$ cat src/hw/bsp_pkg.sv
// Constants, timing figures and state encoding for the step-down converter
// sequencing and protection controller.
// Assumes a single 125 MHz reference clock drives all of the logic.

package bsp_pkg;

	// ------------------------------------------------------------------
	// Clock and derived timing
	// ------------------------------------------------------------------
	localparam int CLK_PERIOD_NS   = 8;      // Reference clock period.
	localparam int CNT_W           = 21;     // Width of the long timers.

	// Pseudo-constant switching frequency, longest period rounds down.
	localparam int SWITCH_KHZ      = 650;
	localparam int PERIOD_CYC      = 1000000 / (SWITCH_KHZ * CLK_PERIOD_NS);

	// Minimum off time of the high-side switch, a least time rounds up.
	localparam int MIN_OFF_NS      = 275;
	localparam int MIN_OFF_CYC     = (MIN_OFF_NS + CLK_PERIOD_NS - 1) / CLK_PERIOD_NS;

	// Fixed on-time used after a current-limited cycle.
	localparam int FIXED_ON_NS     = 165;
	localparam int FIXED_ON_CYC    = (FIXED_ON_NS + CLK_PERIOD_NS - 1) / CLK_PERIOD_NS;

	// Soft-start ramp length.
	localparam int SS_TIME_US      = 1000;
	localparam int SS_CYC          = SS_TIME_US * 1000 / CLK_PERIOD_NS;

	// Undervoltage qualification in regulation and when starting into a short.
	localparam int UV_DEB_NS       = 10000;
	localparam int UV_DEB_CYC      = UV_DEB_NS / CLK_PERIOD_NS;
	localparam int HIC_DELAY_US    = 1300;
	localparam int HIC_DELAY_CYC   = HIC_DELAY_US * 1000 / CLK_PERIOD_NS;

	// Hiccup off time before a restart.
	localparam int HIC_OFF_US      = 10000;
	localparam int HIC_OFF_CYC     = HIC_OFF_US * 1000 / CLK_PERIOD_NS;

	// Serial input spike filter width.
	localparam int SPIKE_NS        = 32;
	localparam int SPIKE_CYC       = (SPIKE_NS + CLK_PERIOD_NS - 1) / CLK_PERIOD_NS;

	// ------------------------------------------------------------------
	// Current limit and rectifier phase-in
	// ------------------------------------------------------------------
	localparam logic [2:0]  OC_TRIP_COUNT = 3'h7;   // Consecutive limited cycles.
	localparam logic [15:0] LS_START_CYC  = 16'h0002; // First low-side pulse.
	localparam logic [15:0] LS_STEP_CYC   = 16'h0002; // Growth per cycle.
	localparam int          SS_REF_W      = 8;        // Reference ramp width.
	localparam logic [7:0]  SS_REF_MAX    = 8'hFF;    // Ramp end value.

	// ------------------------------------------------------------------
	// Pin vector layout after synchronisation
	// ------------------------------------------------------------------
	localparam int PIN_W      = 9;
	localparam int P_SDA      = 0;
	localparam int P_SCL      = 1;
	localparam int P_UV       = 2;
	localparam int P_CUR_LO   = 3;
	localparam int P_CUR_HI   = 4;
	localparam int P_REF_ABV  = 5;
	localparam int P_FDBK_LOW = 6;
	localparam int P_SUP_OK   = 7;
	localparam int P_ENABLE   = 8;

	// Converter phase.
	typedef enum logic [1:0] {
		BSP_OFF,
		BSP_HIGH,
		BSP_LOW,
		BSP_HICCUP
	} bsp_phase_t;

endpackage

$ cat src/hw/bsp_ctrl.sv
// Sequencing and protection controller of an adaptive on-time step-down
// converter: switch timing, soft start, pre-bias phase-in, valley current
// limit, hiccup, lockout and the serial input spike filter.
// Assumes all comparator outputs and voltage codes arrive asynchronously
// from the analog power stage and that the gate drivers add dead time.

`timescale 1ns/10ps

module bsp_ctrl
	import bsp_pkg::*;
#(
	parameter int SS_CYCLES    = SS_CYC,        // Soft-start length.
	parameter int HIC_DELAY    = HIC_DELAY_CYC, // Undervoltage wait in soft start.
	parameter int HIC_OFF      = HIC_OFF_CYC,   // Hiccup off time.
	parameter int CODE_W       = 8              // Width of voltage codes.
) (
	// Clock and reset.
	input  wire logic              ref_clk,
	input  wire logic              arst_n,
	// Control pins.
	input  wire logic              enable,
	input  wire logic              supply_ok,
	// Comparators of the power stage.
	input  wire logic              feedback_low,
	input  wire logic              ref_above_feedback,
	input  wire logic              current_over_high,
	input  wire logic              current_over_low,
	input  wire logic              undervoltage_trip,
	// Voltage codes for the on-time timer.
	input  wire logic [CODE_W-1:0] vin_code,
	input  wire logic [CODE_W-1:0] vout_code,
	// Raw serial pins.
	input  wire logic              scl_raw,
	input  wire logic              sda_raw,
	// Gate drive.
	output logic                   high_side_on,
	output logic                   low_side_on,
	// Status and reference.
	output logic [SS_REF_W-1:0]    soft_start_ref,
	output logic                   current_limit_level,
	output logic                   hiccup_active,
	output logic                   converter_on,
	// Filtered serial lines.
	output logic                   scl_clean,
	output logic                   sda_clean
);

	// ------------------------------------------------------------------
	// State
	// ------------------------------------------------------------------
	localparam int SS_STEP = SS_CYCLES / (1 << SS_REF_W); // Cycles per ramp step.

	typedef struct packed {
		logic [PIN_W-1:0]      s1;        // First synchroniser stage.
		logic [PIN_W-1:0]      s2;        // Second synchroniser stage.
		logic [2*CODE_W-1:0]   c1;        // Codes, first stage.
		logic [2*CODE_W-1:0]   c2;        // Codes, second stage.
		logic [1:0][2:0]       flt_cnt;   // Spike filter counters.
		logic [1:0]            flt_out;   // Accepted serial levels.
		bsp_phase_t            phase;     // Converter phase.
		logic [15:0]           on_cnt;    // On-time remaining.
		logic [7:0]            off_cnt;   // Minimum off time remaining.
		logic [15:0]           low_el;    // Cycles spent in low phase.
		logic [15:0]           ls_width;  // Low-side pulse width.
		logic                  ls_full;   // Low side has full interval.
		logic                  rect_en;   // Synchronous rectification on.
		logic [SS_REF_W-1:0]   ss_ref;    // Reference ramp value.
		logic [CNT_W-1:0]      ss_div;    // Ramp step prescaler.
		logic [CNT_W-1:0]      uv_cnt;    // Undervoltage duration.
		logic [CNT_W-1:0]      hic_cnt;   // Hiccup off time remaining.
		logic [2:0]            oc_cnt;    // Consecutive limited cycles.
		logic                  limit_low; // Lower current limit chosen.
		logic                  fixed_on;  // Next on-time is fixed.
		logic                  cyc_act;   // Cycle exceeded active limit.
		logic                  cyc_lo;    // Cycle exceeded lower limit.
		logic                  hs;        // High-side gate.
		logic                  ls;        // Low-side gate.
		logic                  hic;       // Hiccup flag.
		logic                  active;    // Switching enabled.
	} bsp_state_t;

	bsp_state_t r;       // Registered state.
	bsp_state_t next_r;  // Next state.

	// Restart the soft-start sequence from zero, rectifier off.
	function automatic bsp_state_t bsp_restart(input bsp_state_t s);
		bsp_state_t t;
		t          = s;
		t.phase    = BSP_LOW;
		t.ss_ref   = '0;
		t.ss_div   = '0;
		t.rect_en  = 1'b0;
		t.ls_full  = 1'b0;
		t.ls_width = LS_START_CYC;
		t.uv_cnt   = '0;
		t.off_cnt  = '0;
		t.low_el   = '0;
		t.cyc_act  = 1'b0;
		t.cyc_lo   = 1'b0;
		return t;
	endfunction

	// ------------------------------------------------------------------
	// Next-state logic
	// ------------------------------------------------------------------
	// Decoded inputs and helpers.
	logic              run;
	logic              over_act;
	logic              start_cyc;
	logic              ss_done;
	logic [CODE_W-1:0] vin_s;
	logic [CODE_W-1:0] vout_s;
	logic [15:0]       prod;
	logic [15:0]       on_adapt;
	logic [CNT_W-1:0]  uv_limit;

	// One process computes the whole next state from the registered copy.
	always_comb begin
		next_r = r;
		// Two-flop synchronisers; only the second stage is read.
		next_r.s1 = {enable, supply_ok, feedback_low, ref_above_feedback,
			current_over_high, current_over_low, undervoltage_trip, scl_raw, sda_raw};
		next_r.s2 = r.s1;
		// Codes change slowly, so a per-bit skew settles within a cycle.
		next_r.c1 = {vin_code, vout_code};
		next_r.c2 = r.c1;

		// Spike filter: a level is accepted only after it differs for
		// more than the spike width of consecutive samples.
		for (int i = 0; i < 2; i++) begin
			if (r.s2[P_SDA + i] == r.flt_out[i]) begin
				next_r.flt_cnt[i] = '0;
			end else if (r.flt_cnt[i] == 3'(SPIKE_CYC)) begin
				next_r.flt_out[i] = r.s2[P_SDA + i];
				next_r.flt_cnt[i] = '0;
			end else begin
				next_r.flt_cnt[i] = r.flt_cnt[i] + 3'h1;
			end
		end

		run      = r.s2[P_ENABLE] & r.s2[P_SUP_OK];
		// The active limit follows the level chosen by the counter.
		over_act = r.limit_low ? r.s2[P_CUR_LO] : r.s2[P_CUR_HI];
		ss_done  = (r.ss_ref == SS_REF_MAX);
		vin_s    = r.c2[2*CODE_W-1:CODE_W];
		vout_s   = r.c2[CODE_W-1:0];

		// Adaptive on-time: nominal period scaled by the duty ratio.
		// The product fits 16 bits for 8-bit codes and the nominal period;
		// wider codes would need a wider product and quotient.
		prod = 16'(PERIOD_CYC) * 16'(vout_s);
		if (vin_s == '0) begin
			on_adapt = 16'(PERIOD_CYC);
		end else begin
			on_adapt = prod / 16'(vin_s);
		end
		if (on_adapt == '0) begin
			on_adapt = 16'h0001;
		end

		// A cycle starts when the off time has passed, current is below
		// the limit, and either feedback dropped or a limit ended the cycle.
		start_cyc = (r.off_cnt == '0) && !over_act &&
			(r.s2[P_FDBK_LOW] || r.cyc_act);

		// Starting into a short gets the long wait, else the short one.
		uv_limit = ss_done ? CNT_W'(UV_DEB_CYC) : CNT_W'(HIC_DELAY);

		unique case (r.phase)
			BSP_OFF: begin
				// Leave lockout through a fresh soft start.
				if (run) begin
					next_r = bsp_restart(r);
				end
			end
			BSP_HIGH: begin
				// High side runs until the on-time timer expires.
				if (r.on_cnt <= 16'h0001) begin
					next_r.phase   = BSP_LOW;
					next_r.off_cnt = 8'(MIN_OFF_CYC);
					next_r.low_el  = '0;
					next_r.cyc_act = 1'b0;
					next_r.cyc_lo  = 1'b0;
				end else begin
					next_r.on_cnt = r.on_cnt - 16'h0001;
				end
			end
			BSP_LOW: begin
				if (r.off_cnt != '0) begin
					next_r.off_cnt = r.off_cnt - 8'h01;
				end
				if (r.low_el != 16'hFFFF) begin
					next_r.low_el = r.low_el + 16'h0001;
				end
				// Remember which limits the valley current exceeded.
				next_r.cyc_act = r.cyc_act | over_act;
				next_r.cyc_lo  = r.cyc_lo | r.s2[P_CUR_LO];
				if (start_cyc) begin
					// Cycle-end bookkeeping of the current limit.
					if (r.cyc_act) begin
						next_r.fixed_on = 1'b1;
						if (r.oc_cnt != OC_TRIP_COUNT) begin
							next_r.oc_cnt = r.oc_cnt + 3'h1;
						end
						if (r.oc_cnt + 3'h1 == OC_TRIP_COUNT) begin
							next_r.limit_low = 1'b1;
						end
					end else begin
						next_r.fixed_on = 1'b0;
					end
					if (!r.cyc_lo) begin
						next_r.oc_cnt    = '0;
						next_r.limit_low = 1'b0;
					end
					// Widen the low-side pulse until it fills the interval.
					if (r.rect_en && !r.ls_full) begin
						if (r.low_el > r.ls_width) begin
							next_r.ls_width = r.ls_width + LS_STEP_CYC;
						end else begin
							next_r.ls_full = 1'b1;
						end
					end
					next_r.phase  = BSP_HIGH;
					next_r.on_cnt = next_r.fixed_on ?
						16'(FIXED_ON_CYC) : on_adapt;
				end
			end
			BSP_HICCUP: begin
				// Stay off, then retry through the full soft start.
				// The off time counts only here; a lockout clears it.
				if (r.hic_cnt <= CNT_W'(1)) begin
					next_r = bsp_restart(r);
				end else begin
					next_r.hic_cnt = r.hic_cnt - CNT_W'(1);
				end
			end
		endcase

		// Soft-start ramp and undervoltage watch while switching.
		// The ramp advances only while switching; every restart clears it
		// first, so a retry never resumes from a partial reference.
		if (r.phase == BSP_HIGH || r.phase == BSP_LOW) begin
			if (!ss_done) begin
				if (r.ss_div >= CNT_W'(SS_STEP - 1)) begin
					next_r.ss_div = '0;
					next_r.ss_ref = r.ss_ref + 1'b1;
				end else begin
					next_r.ss_div = r.ss_div + CNT_W'(1);
				end
			end
			// Rectifier waits until the reference passes the pre-bias.
			// It is switched on only in a high phase, so the first low-side
			// pulse starts at the top of a low phase at its narrowest, and a
			// partial low phase never widens the pulse before it is used.
			if (r.s2[P_REF_ABV] && r.phase == BSP_HIGH) begin
				next_r.rect_en = 1'b1;
			end
			if (r.s2[P_UV]) begin
				if (r.uv_cnt + CNT_W'(1) >= uv_limit) begin
					next_r.phase   = BSP_HICCUP;
					next_r.hic_cnt = CNT_W'(HIC_OFF);
					next_r.uv_cnt  = '0;
				end else begin
					next_r.uv_cnt = r.uv_cnt + CNT_W'(1);
				end
			end else begin
				next_r.uv_cnt = '0;
			end
		end

		// Lockout or disable wins over everything; nothing is latched.
		if (!run) begin
			next_r.phase   = BSP_OFF;
			next_r.ss_ref  = '0;
			next_r.rect_en = 1'b0;
			next_r.uv_cnt  = '0;
			next_r.hic_cnt = '0;
			next_r.off_cnt = '0;
		end

		// Registered gate and status outputs follow the next phase.
		// The low side is also forced on while the active limit is exceeded in a low phase after its
		// first cycle, even before rectification starts, so only that first cycle can leave a valley open.
		next_r.hs     = (next_r.phase == BSP_HIGH);
		next_r.ls     = (next_r.phase == BSP_LOW) &&
			((next_r.rect_en && (next_r.ls_full || next_r.low_el < next_r.ls_width))
			|| (over_act && r.phase == BSP_LOW));
		next_r.hic    = (next_r.phase == BSP_HICCUP);
		next_r.active = (next_r.phase == BSP_HIGH) || (next_r.phase == BSP_LOW);
	end

	// ------------------------------------------------------------------
	// State register
	// ------------------------------------------------------------------
	// The serial lines idle high, so the filter starts accepting high.
	always_ff @(posedge ref_clk or negedge arst_n) begin
		if (!arst_n) begin
			r          <= '0;
			r.phase    <= BSP_OFF;
			r.flt_out  <= 2'h3;
			r.ls_width <= LS_START_CYC;
			// Serial synchroniser stages start at the idle level, so the
			// filter does not count reset zeros as the start of a spike.
			r.s1[P_SCL] <= 1'b1;
			r.s1[P_SDA] <= 1'b1;
			r.s2[P_SCL] <= 1'b1;
			r.s2[P_SDA] <= 1'b1;
		end else begin
			r <= next_r;
		end
	end

	// ------------------------------------------------------------------
	// Outputs, straight from the state register
	// ------------------------------------------------------------------
	assign high_side_on        = r.hs;
	assign low_side_on         = r.ls;
	assign soft_start_ref      = r.ss_ref;
	assign current_limit_level = r.limit_low;
	assign hiccup_active       = r.hic;
	assign converter_on        = r.active;
	assign scl_clean           = r.flt_out[1];
	assign sda_clean           = r.flt_out[0];

endmodule

$ cat config.mk
export PLATFORM = sky130hd
export DESIGN_NAME = bsp_ctrl
export DESIGN_NICKNAME = d
export VERILOG_FILES = /design/src/hw/bsp_pkg.sv /design/src/hw/bsp_ctrl.sv
export SDC_FILE = /design/constraint.sdc
export NUM_CORES = 1
export LEC_CHECK = 0
export ABC_AREA = 1
export CAP_MARGIN = 20
export CORE_MARGIN = 2
export CORE_UTILIZATION = 40
export DETAILED_ROUTE_END_ITERATION = 8
export DONT_BUFFER_PORTS = 1
export GPL_TIMING_DRIVEN = 0
export PLACE_DENSITY = 0.57
export SYNTH_ARGS = -nofsm -noshare
export SYNTH_HDL_FRONTEND = slang
export SYNTH_SLANG_ARGS = --single-unit
$ cat constraint.sdc
create_clock -name ref_clk -period 24.9 [get_ports ref_clk]
set_input_delay 2.49 -clock ref_clk [delete_from_list [all_inputs] [get_ports ref_clk]]
set_output_delay 2.49 -clock ref_clk [all_outputs]
set_load 0.005 [all_outputs]
-- Word level (Yosys, flattened, before mapping)
Index checks and enable logic that the tools add are counted.
- equal/unequal tests: 29
- muxes and demuxes: 58
- divide/modulo/power cells: 1
- bitwise operators: 5
- reduce and logical (&&, ||, !) cells: 26
- magnitude comparators: 6
- $mul: 1
- add/subtract/negate cells: 11
- operator list (kind ; number):
    $mux W200 ; 1
    $mux W168 ; 1
    $pmux W42 S4 ; 1
    $pmux W72 S2 ; 1
    $mux W21 ; 6
    $pmux W58 S2 ; 1
    $mux W16 ; 6
    $mux W72 ; 1
    $pmux W17 S3 ; 1
    $add A21 B1 Y21 const B ; 2
    $mux W42 ; 1
    $mux W18 ; 2
    $mux W17 ; 2
    $mux W29 ; 1
    $mux W24 ; 1
    $mux W8 ; 3
    $ge A21 B18 Y1 ; 1
    $ge A21 B9 Y1 const B ; 1
    $le A21 B1 Y1 const B ; 1
    $sub A21 B1 Y21 const B ; 1
    $add A16 B1 Y16 const B ; 1
    $add A16 B2 Y16 const B ; 1
    $div A16 B8 Y16 ; 1
    $gt A16 B16 Y1 ; 1
    other kinds (41) ; 98
- register bits after elaboration: 199
- input port bits: 27
- logic and storage cells: 163
- output and inout port bits: 15

-- Logic depth before layout (Yosys ltp)
Gate-level depths: netlist of the first run.
- depth after elaboration: 15
- depth in mapped cells: 195
- mapped depth without buffers: 187

-- Worst setup path before layout of the first run
OpenSTA, ideal clock, no wires.
- path type: reg-to-reg
- start point: register r[150] in the netlist's numbering
- end point: register r[124] in the netlist's numbering
- required time: 24.783 ns
- setup slack: 1.346 ns
- buffers on the path: 9
- setup time: 0.117 ns
- data arrival time: 23.437 ns
- clock period less this slack: 23.554 ns
- cell stages (with the launch flop): 183
- cells stage by stage: dfrtp_1 ha_1 inv_1 fa_1 inv_1 nand2_1 nand2_1 nand3_1 nand2_1 ha_1 nor2_1 nor2_1 nand3b_1 nand2_1 ha_1 o21ai_1 nand2_1 nand2_2 [... 147 more ...] buf_2 nor2_1 a21oi_1 ha_1 nand4_1 inv_1 nand4_1 o2111ai_1 inv_1 nand3_1 nor2_1 nand2_1 o21ai_1 nand2_1 nand2_1 nand2_1 nand2_1 nand2_1
- cells in the longest elaborated chain, start to end: 8
- ends and longest elaborated chain (element ; line ; RTL):
    start, declared ; bsp_ctrl.sv:82 ; bsp_state_t r;
    start signal, assigned ; bsp_ctrl.sv:309 ; r <= next_r;
    $mul A2 B8 Y10 (*) ; bsp_ctrl.sv:151 ; prod = 16'(PERIOD_CYC) * 16'(vout_s);
    $div A16 B8 Y16 (*) ; bsp_ctrl.sv:155 ; on_adapt = prod / 16'(vin_s);
    $mux W16 (*) ; bsp_ctrl.sv:152 ; if (vin_s == '0) begin
    $logic_not A16 Y1 ; bsp_ctrl.sv:157 ; if (on_adapt == '0) begin
    $mux W16 (*) ; bsp_ctrl.sv:157 ;
    $mux W16 (*) ; bsp_ctrl.sv:224 ; next_r.on_cnt = next_r.fixed_on ?
    $mux W18 (*) ; bsp_ctrl.sv:198 ; if (start_cyc) begin
    $pmux W42 S4 (*) ; bsp_ctrl.sv:169 ; unique case (r.phase)
Every way passes the cells marked *; elsewhere a longest branch is shown, timed or not. The select of a mux whose other input is x is not followed.
A chain may end at the register's enable or synchronous reset.

-- Worst setup path in the final report of the first run
- start point: register r[151] in the netlist's numbering
- end point: register r[124] in the netlist's numbering
The elaborated chain is that of the path after synthesis.

==> qor.yml, run 1 <==
highest_layer: "met4"
core_mm2: 0.0451
cts.sinks: 199
setup_violations: 0
antenna_left: 0
avgSynthCellArea_um2: 6.92
dieWidth_um: 217
relSlewSlack_pct: 21.4
synth-edff-count: 0
grt_max_degree: 200
layout_setup_ws_ps: 1230
clk_pin_slew_ps: 80
root_buffer: "clkbuf_16"
path_common_cell: "nand2_1"
worst_clock_skew_ps: 15.5
worstRegToRegCells: 187
h-tree-depth: 4
routed_via_density: 5.27
clock_latency_ps: 460
post-route-drc-count: 0
critPathSlowestCell: "dfrtp_1"
grt_pass1_vias: 16900
synth_area_mm2: 0.0182
dp_hpwl_um: 37400
start_kind: "register"
timing.final.max_slew_violations: 0
num_rows: 78
gp_congestion: 0.885
start_util_pct: 40.3
dp_cells: 3227
route.vias.total: 17700
critPathCaptureType: "register"
ys_ff_latch: 199
synth_fp_nets: 2827
worst_pin_slew_ps: 1180
num_antenna_cells: 0
r2r-end: "r[124]"
layoutNonFillerInstCount: 3361
routedWlPerCell_um: 15.2
synth.largest_area_cell: "dfrtp_1"
worstHoldPathType: "register to register"
fmax_ghz: 0.0423
cp-endpoint: "r[124]"
critPathKind: "register to register"
drt-met1-wl_um: 23500
drt_iter0_drc: 1016
ff2ff_setup_slack_ps: 1230
worstPathArrival_ps: 24010
port_buffers: 0
hold_slack_ps: 489
grt_overflow_total: 0
yosysWarnings: 0
async_reset_ff_share_pct: 100
period_share_pct: 95.1
path_max_fanout: 10
outcome: "complete, no violations"
area_growth_pct: 17.2
cp.required_ps: 25240
nNetsFinal: 2949
grt_use_total_pct: 21.2
synth_top_area_share_pct: 26.4
synth-main-ff-cell: "dfrtp_1"
drive_gt1_share_pct: 14.0
wl_met3_um: 1690
rr_startpoint: "r[151]"
cts_tree: "yes"
max_stage_delay_ps: 410
io_pins: 42
pre_cts_slack_ps: -4140
routed_wl_um: 51100
die_height_um: 217
antenna_found_initial: 0
post-route-util_pct: 47.2
synthCells: 2626
synthDistinctLibCells: 64
cts-buffers-inserted: 17
cap_viol_max_count: 0
fp.dieArea_mm2: 0.0471
dr_wl_met2_um: 24800
finalHoldViolCount: 0
synth_area_leaders: "dfrtp_1, ha_1, nand2_1"
cp-startpoint: "r[151]"
seq_area_frac_synth_pct: 27.5
fin_crit_ps: 23670
grt_pass1_wl_um: 82600
ctsLongestPathBuffers: 2
first_pass_iters: 5
-- worst max-delay path, delay by kind of cell, from the launching register on --
family | cells | cell delay, ps
and+or+nand+nor | 86 | 9050
adders and majority gates | 19 | 4800
buffers and inverters | 42 | 3990
AOI/OAI and AO/OA | 40 | 5200
DFF | 1 | 410
-- per-stage QoR --
stage / TNS (ps) / instance area (um^2)
CTS: 0 / 20000
detailed placement: -7480 / 18900
global placement: -6370 / 18900
finish: 0 / 21300
global route: -477 / 21300
floorplan: 0 / 18200
-- sequential cells by signal (all words and copies together) (netlist names) --
name,flops
r,184
soft_start_ref,8
converter_on,1
hiccup_active,1
high_side_on,1
low_side_on,1
current_limit_level,1
sda_clean,1
scl_clean,1
-- worst min-delay path by stage --
stage,startpoint,end,slack (ps),depth (start not counted)
floorplan,r[10],r[10],460,2
global placement,r[191],r[182],470,2
detailed placement,r[191],r[182],480,2
CTS,r[191],r[182],490,2
global route,r[62],r[62],510,2
finish,r[191],r[182],490,2
-- timing repair --
item / CTS / global route
hold buffers: 0 / 0
pin swaps: 25 / 80
gates resized for setup: 77 / 154
setup buffers: 32 / 68
endpoints found under the setup margin: 3 / 2
cloned: 0 / 4
-- layout make-up --
type | count | area [um^2]
Fill cell | 4539 | 23800
Multi-Input combinational cell | 1919 | 12100
Sequential cell | 199 | 4990
Inverter | 446 | 1710
Timing Repair Buffer | 103 | 816
Tap cell | 600 | 751
Clock buffer | 19 | 443
Buffer | 61 | 339
Clock inverter | 13 | 146
Timing Repair inverter | 1 | 8.76
-- cell families (layout without fill, tap and decap cells) --
logic type	Yosys count	after routing	synth area share (%)
and+or+nand+nor	1111	1112	27.8
AOI/OAI and AO/OA	515	515	16.2
DFF	199	199	27.5
buffers and inverters	509	643	10.8
xor gates and xnor gates	118	118	5.69
adders and majority gates	174	174	12.1
-- per-layer routing --
metal | vias up | global-route usage, %
met2 | 326 | 37.0
met1 | 8350 | 27.7
met3 | 70 | 2.24
met5 | - | 0
met4 | 0 | 5.96
li1 | 8969 | -
-- cell usage after synthesis, drive strengths merged (2+ instances only) --
| master | instances |
|---|---|
| nand2 | 493 |
| inv | 436 |
| nor2 | 248 |
| o21ai | 220 |
| nand3 | 217 |
| dfrtp | 192 |
| ha | 172 |
| a21oi | 143 |
| xor2 | 89 |
| o22ai | 68 |
| nor3 | 52 |
| nand4 | 48 |
| clkbuf | 43 |
| xnor2 | 29 |
| a22oi | 22 |
| buf | 20 |
| nor4 | 17 |
| or2 | 17 |
| nand3b | 11 |
| clkinv | 10 |
| o211ai | 9 |
| a211oi | 8 |
| a31oi | 7 |
| dfstp | 7 |
| o21bai | 7 |
| o31ai | 6 |
| o221ai | 4 |
| o32ai | 4 |
| and2 | 3 |
| o2111ai | 3 |
| o21a | 3 |
| a21o | 2 |
| fa | 2 |
| nor3b | 2 |
| o2111a | 2 |
-- placed cells by master (no fill, tap or decap), types with 29 or more instances in the layout --
cell type and n:
a21oi_1 124, nor3_1 48, buf_4 105, inv_1 410, xnor2_1 29, nand2_2 29, nand2_1 456, clkbuf_1 40
dfrtp_1 191, nand3_1 187, nand4_1 46, nor2_1 226, o21ai_0 175, xor2_1 89, ha_1 143, o22ai_1 68
Power of run 1 is not shown: default switching activity piles up to over one toggle a cycle in this logic, so the estimate is an artifact.
==> run 2, diff against run 1 <==
Settings changed: PLACE_DENSITY 0.57 to 0.55.
Clock period 24.9 ns to 25.4 ns, I/O delays scaled along.
==> run 2 against run 1 <==
Effect of this change: wire length down 0.52%; register-to-register slack better by 360 ps; first-iteration DRC count rose by 1.5%; core utilization fell by 0.37 points; global-route usage grew 0.094 points; clock skew is 3.3 ps lower; critical endpoint unchanged; largest cell class unchanged.
==> qor.yml, run 2 (same netlist as run 1, synthesis figures left out) <==
outcome: "complete, no violations"
worst_pin_slew_ps: 1190  # +9.78 ps
finalHoldViolCount: 0  # unchanged
crit_family: "simple AND/OR/NAND/NOR gates"
final_cell_mix: "nand2_1, inv_1, nor2_1, dfrtp_1, nand3_1"
h-tree-depth: 4  # unchanged
worst_clock_skew_ps: 12.3  # -3.27 ps
critPathCaptureType: "register"
post-route-util_pct: 46.9  # -0.37 points
post-route-drc-count: 0  # unchanged
root_buffer: "clkbuf_16"
worstPathArrival_ps: 24140  # +130 ps
clock_latency_ps: 450  # about the same
grt_use_total_pct: 21.3  # +0.094 points
grt_overflow_total: 0  # unchanged
cp_num_cells: 182  # -2.7%
port_buffers: 0  # unchanged
cp_num_buf_inv: 35  # -17%
num_antenna_cells: 0  # unchanged
area_growth_pct: 16.3
cp.required_ps: 25730  # +490 ps
grt_pass1_vias: 16600  # -1.9%
drt_iter0_drc: 1031  # +1.5%
cts.sinks: 199  # unchanged
layout_commonest_cell: "nand2_1"
largest_reg_flops: 184  # unchanged
io_pins: 42  # unchanged
clk_pin_slew_ps: 70  # about the same
path_common_cell: "nand2_1"
routedWlPerCell_um: 15.2  # about the same
period_share_pct: 93.7  # -1.3 points
top_register: "r"
start_kind: "register"
dieWidth_um: 217  # unchanged
dp_hpwl_um: 37700  # +0.67%
first_pass_iters: 7  # +2
fin_crit_ps: 23810  # +144 ps
cts-buffers-inserted: 17  # unchanged
antenna_found_initial: 0  # unchanged
grt_pass1_wl_um: 82500  # about the same
cp-startpoint: "r[151]"
fillCellCount: 4583  # +0.97%
cap_viol_max_count: 0  # unchanged
routed_via_density: 5.26  # -0.13%
holdBufCountCts: 0  # unchanged
ff2ff_setup_slack_ps: 1590  # +360 ps
num_rows: 78  # unchanged
max_stage_delay_ps: 420  # about the same
fp.dieArea_mm2: 0.0471  # unchanged
cts_tree: "yes"
antenna_left: 0  # unchanged
routed_wl_um: 50800  # -0.52%
r2r-end: "r[124]"
critPathSlowestCell: "dfrtp_1"
core_mm2: 0.0451  # unchanged
worstRegToRegCells: 182  # -2.7%
start_util_pct: 40.3  # unchanged
fmax_ghz: 0.0420  # -0.60%
die_height_um: 217  # unchanged
path_max_fanout: 10  # unchanged
rr_startpoint: "r[151]"
gp_congestion: 0.873  # -1.4%
grt_max_degree: 200  # unchanged
setup_violations: 0  # unchanged
worstHoldPathType: "register to register"
drive_gt1_share_pct: 13.4  # -0.63 points
cp-endpoint: "r[124]"
route.vias.total: 17600  # -0.73%
ctsLongestPathBuffers: 2  # unchanged
relSlewSlack_pct: 20.7  # -0.65 points
nNetsFinal: 2930  # -0.64%
timing.final.max_slew_violations: 0  # unchanged
critPathKind: "register to register"
run 2: cell count changes in the layout (fill, tap and decap cells not counted), sizes merged:
cell,delta
buf,-17
clkbuf,+1
clkinv,-1
clkinvlp,-1
inv,-1
nand2,-1
run 2: final cells by class:
cell class / instances / area, um^2 / area share [%]
Inverter: 446 / 1700 / 8.06
Timing Repair Buffer: 85 / 647 / 3.06
Tap cell: 600 / 751 / 3.55
Clock buffer: 21 / 460 / 2.18
Buffer: 61 / 334 / 1.58
Timing Repair inverter: 1 / 8.76 / 0.0414
Clock inverter: 10 / 121 / 0.574
Sequential cell: 199 / 4990 / 23.6
Multi-Input combinational cell: 1918 / 12100 / 57.3
run 2: worst reg2reg max path: cells and delay by family (launching register included):
kind | cells | cell delay, ps
buf+inv | 35 | 3280
fa+ha+maj | 18 | 4790
compound gates | 43 | 5740
simple gates | 86 | 9450
flops | 1 | 420
run 2: timing repair:
item / CTS / global route
pin swaps: 19 / 70
cloned: 0 / 3
endpoints found under the hold margin: 0 / 0
buffers inserted: 33 / 50
setup endpoints to repair: 3 / 2
resized for setup: 63 / 176
run 2: worst min-delay path by stage:
stage | depth (start not counted) | end | startpoint | slack (ps)
2_1_floorplan | 2 | r[10] | r[10] | 460
3_3_place_gp | 2 | r[10] | r[10] | 480
3_5_place_dp | 2 | r[183] | r[192] | 480
4_1_cts | 2 | r[62] | r[62] | 500
5_1_grt | 2 | r[62] | r[62] | 510
6_report | 2 | r[62] | r[62] | 490
run 2: metal layers:
metal  track usage [%]  routed length, um
met5                 0                  0
met4              5.09                683
met3              2.57               1580
met2              36.6              24500
met1              28.4              24100
run 2: per-stage QoR:
step	worst slack [ps]	hold WS [ps]	cells	setup TNS, ps	instance area (um^2)
final	1590	495	3341	0	21100
after global placement	-3660	480	3226	-5890	18900
after floorplan	1850	459	2626	0	18200
after CTS	4.49	497	3289	0	20000
after global routing	-299	512	3341	-299	21100
after detailed placement	-4000	484	3226	-6870	18900
Power of run 2 is left out for the same reason.
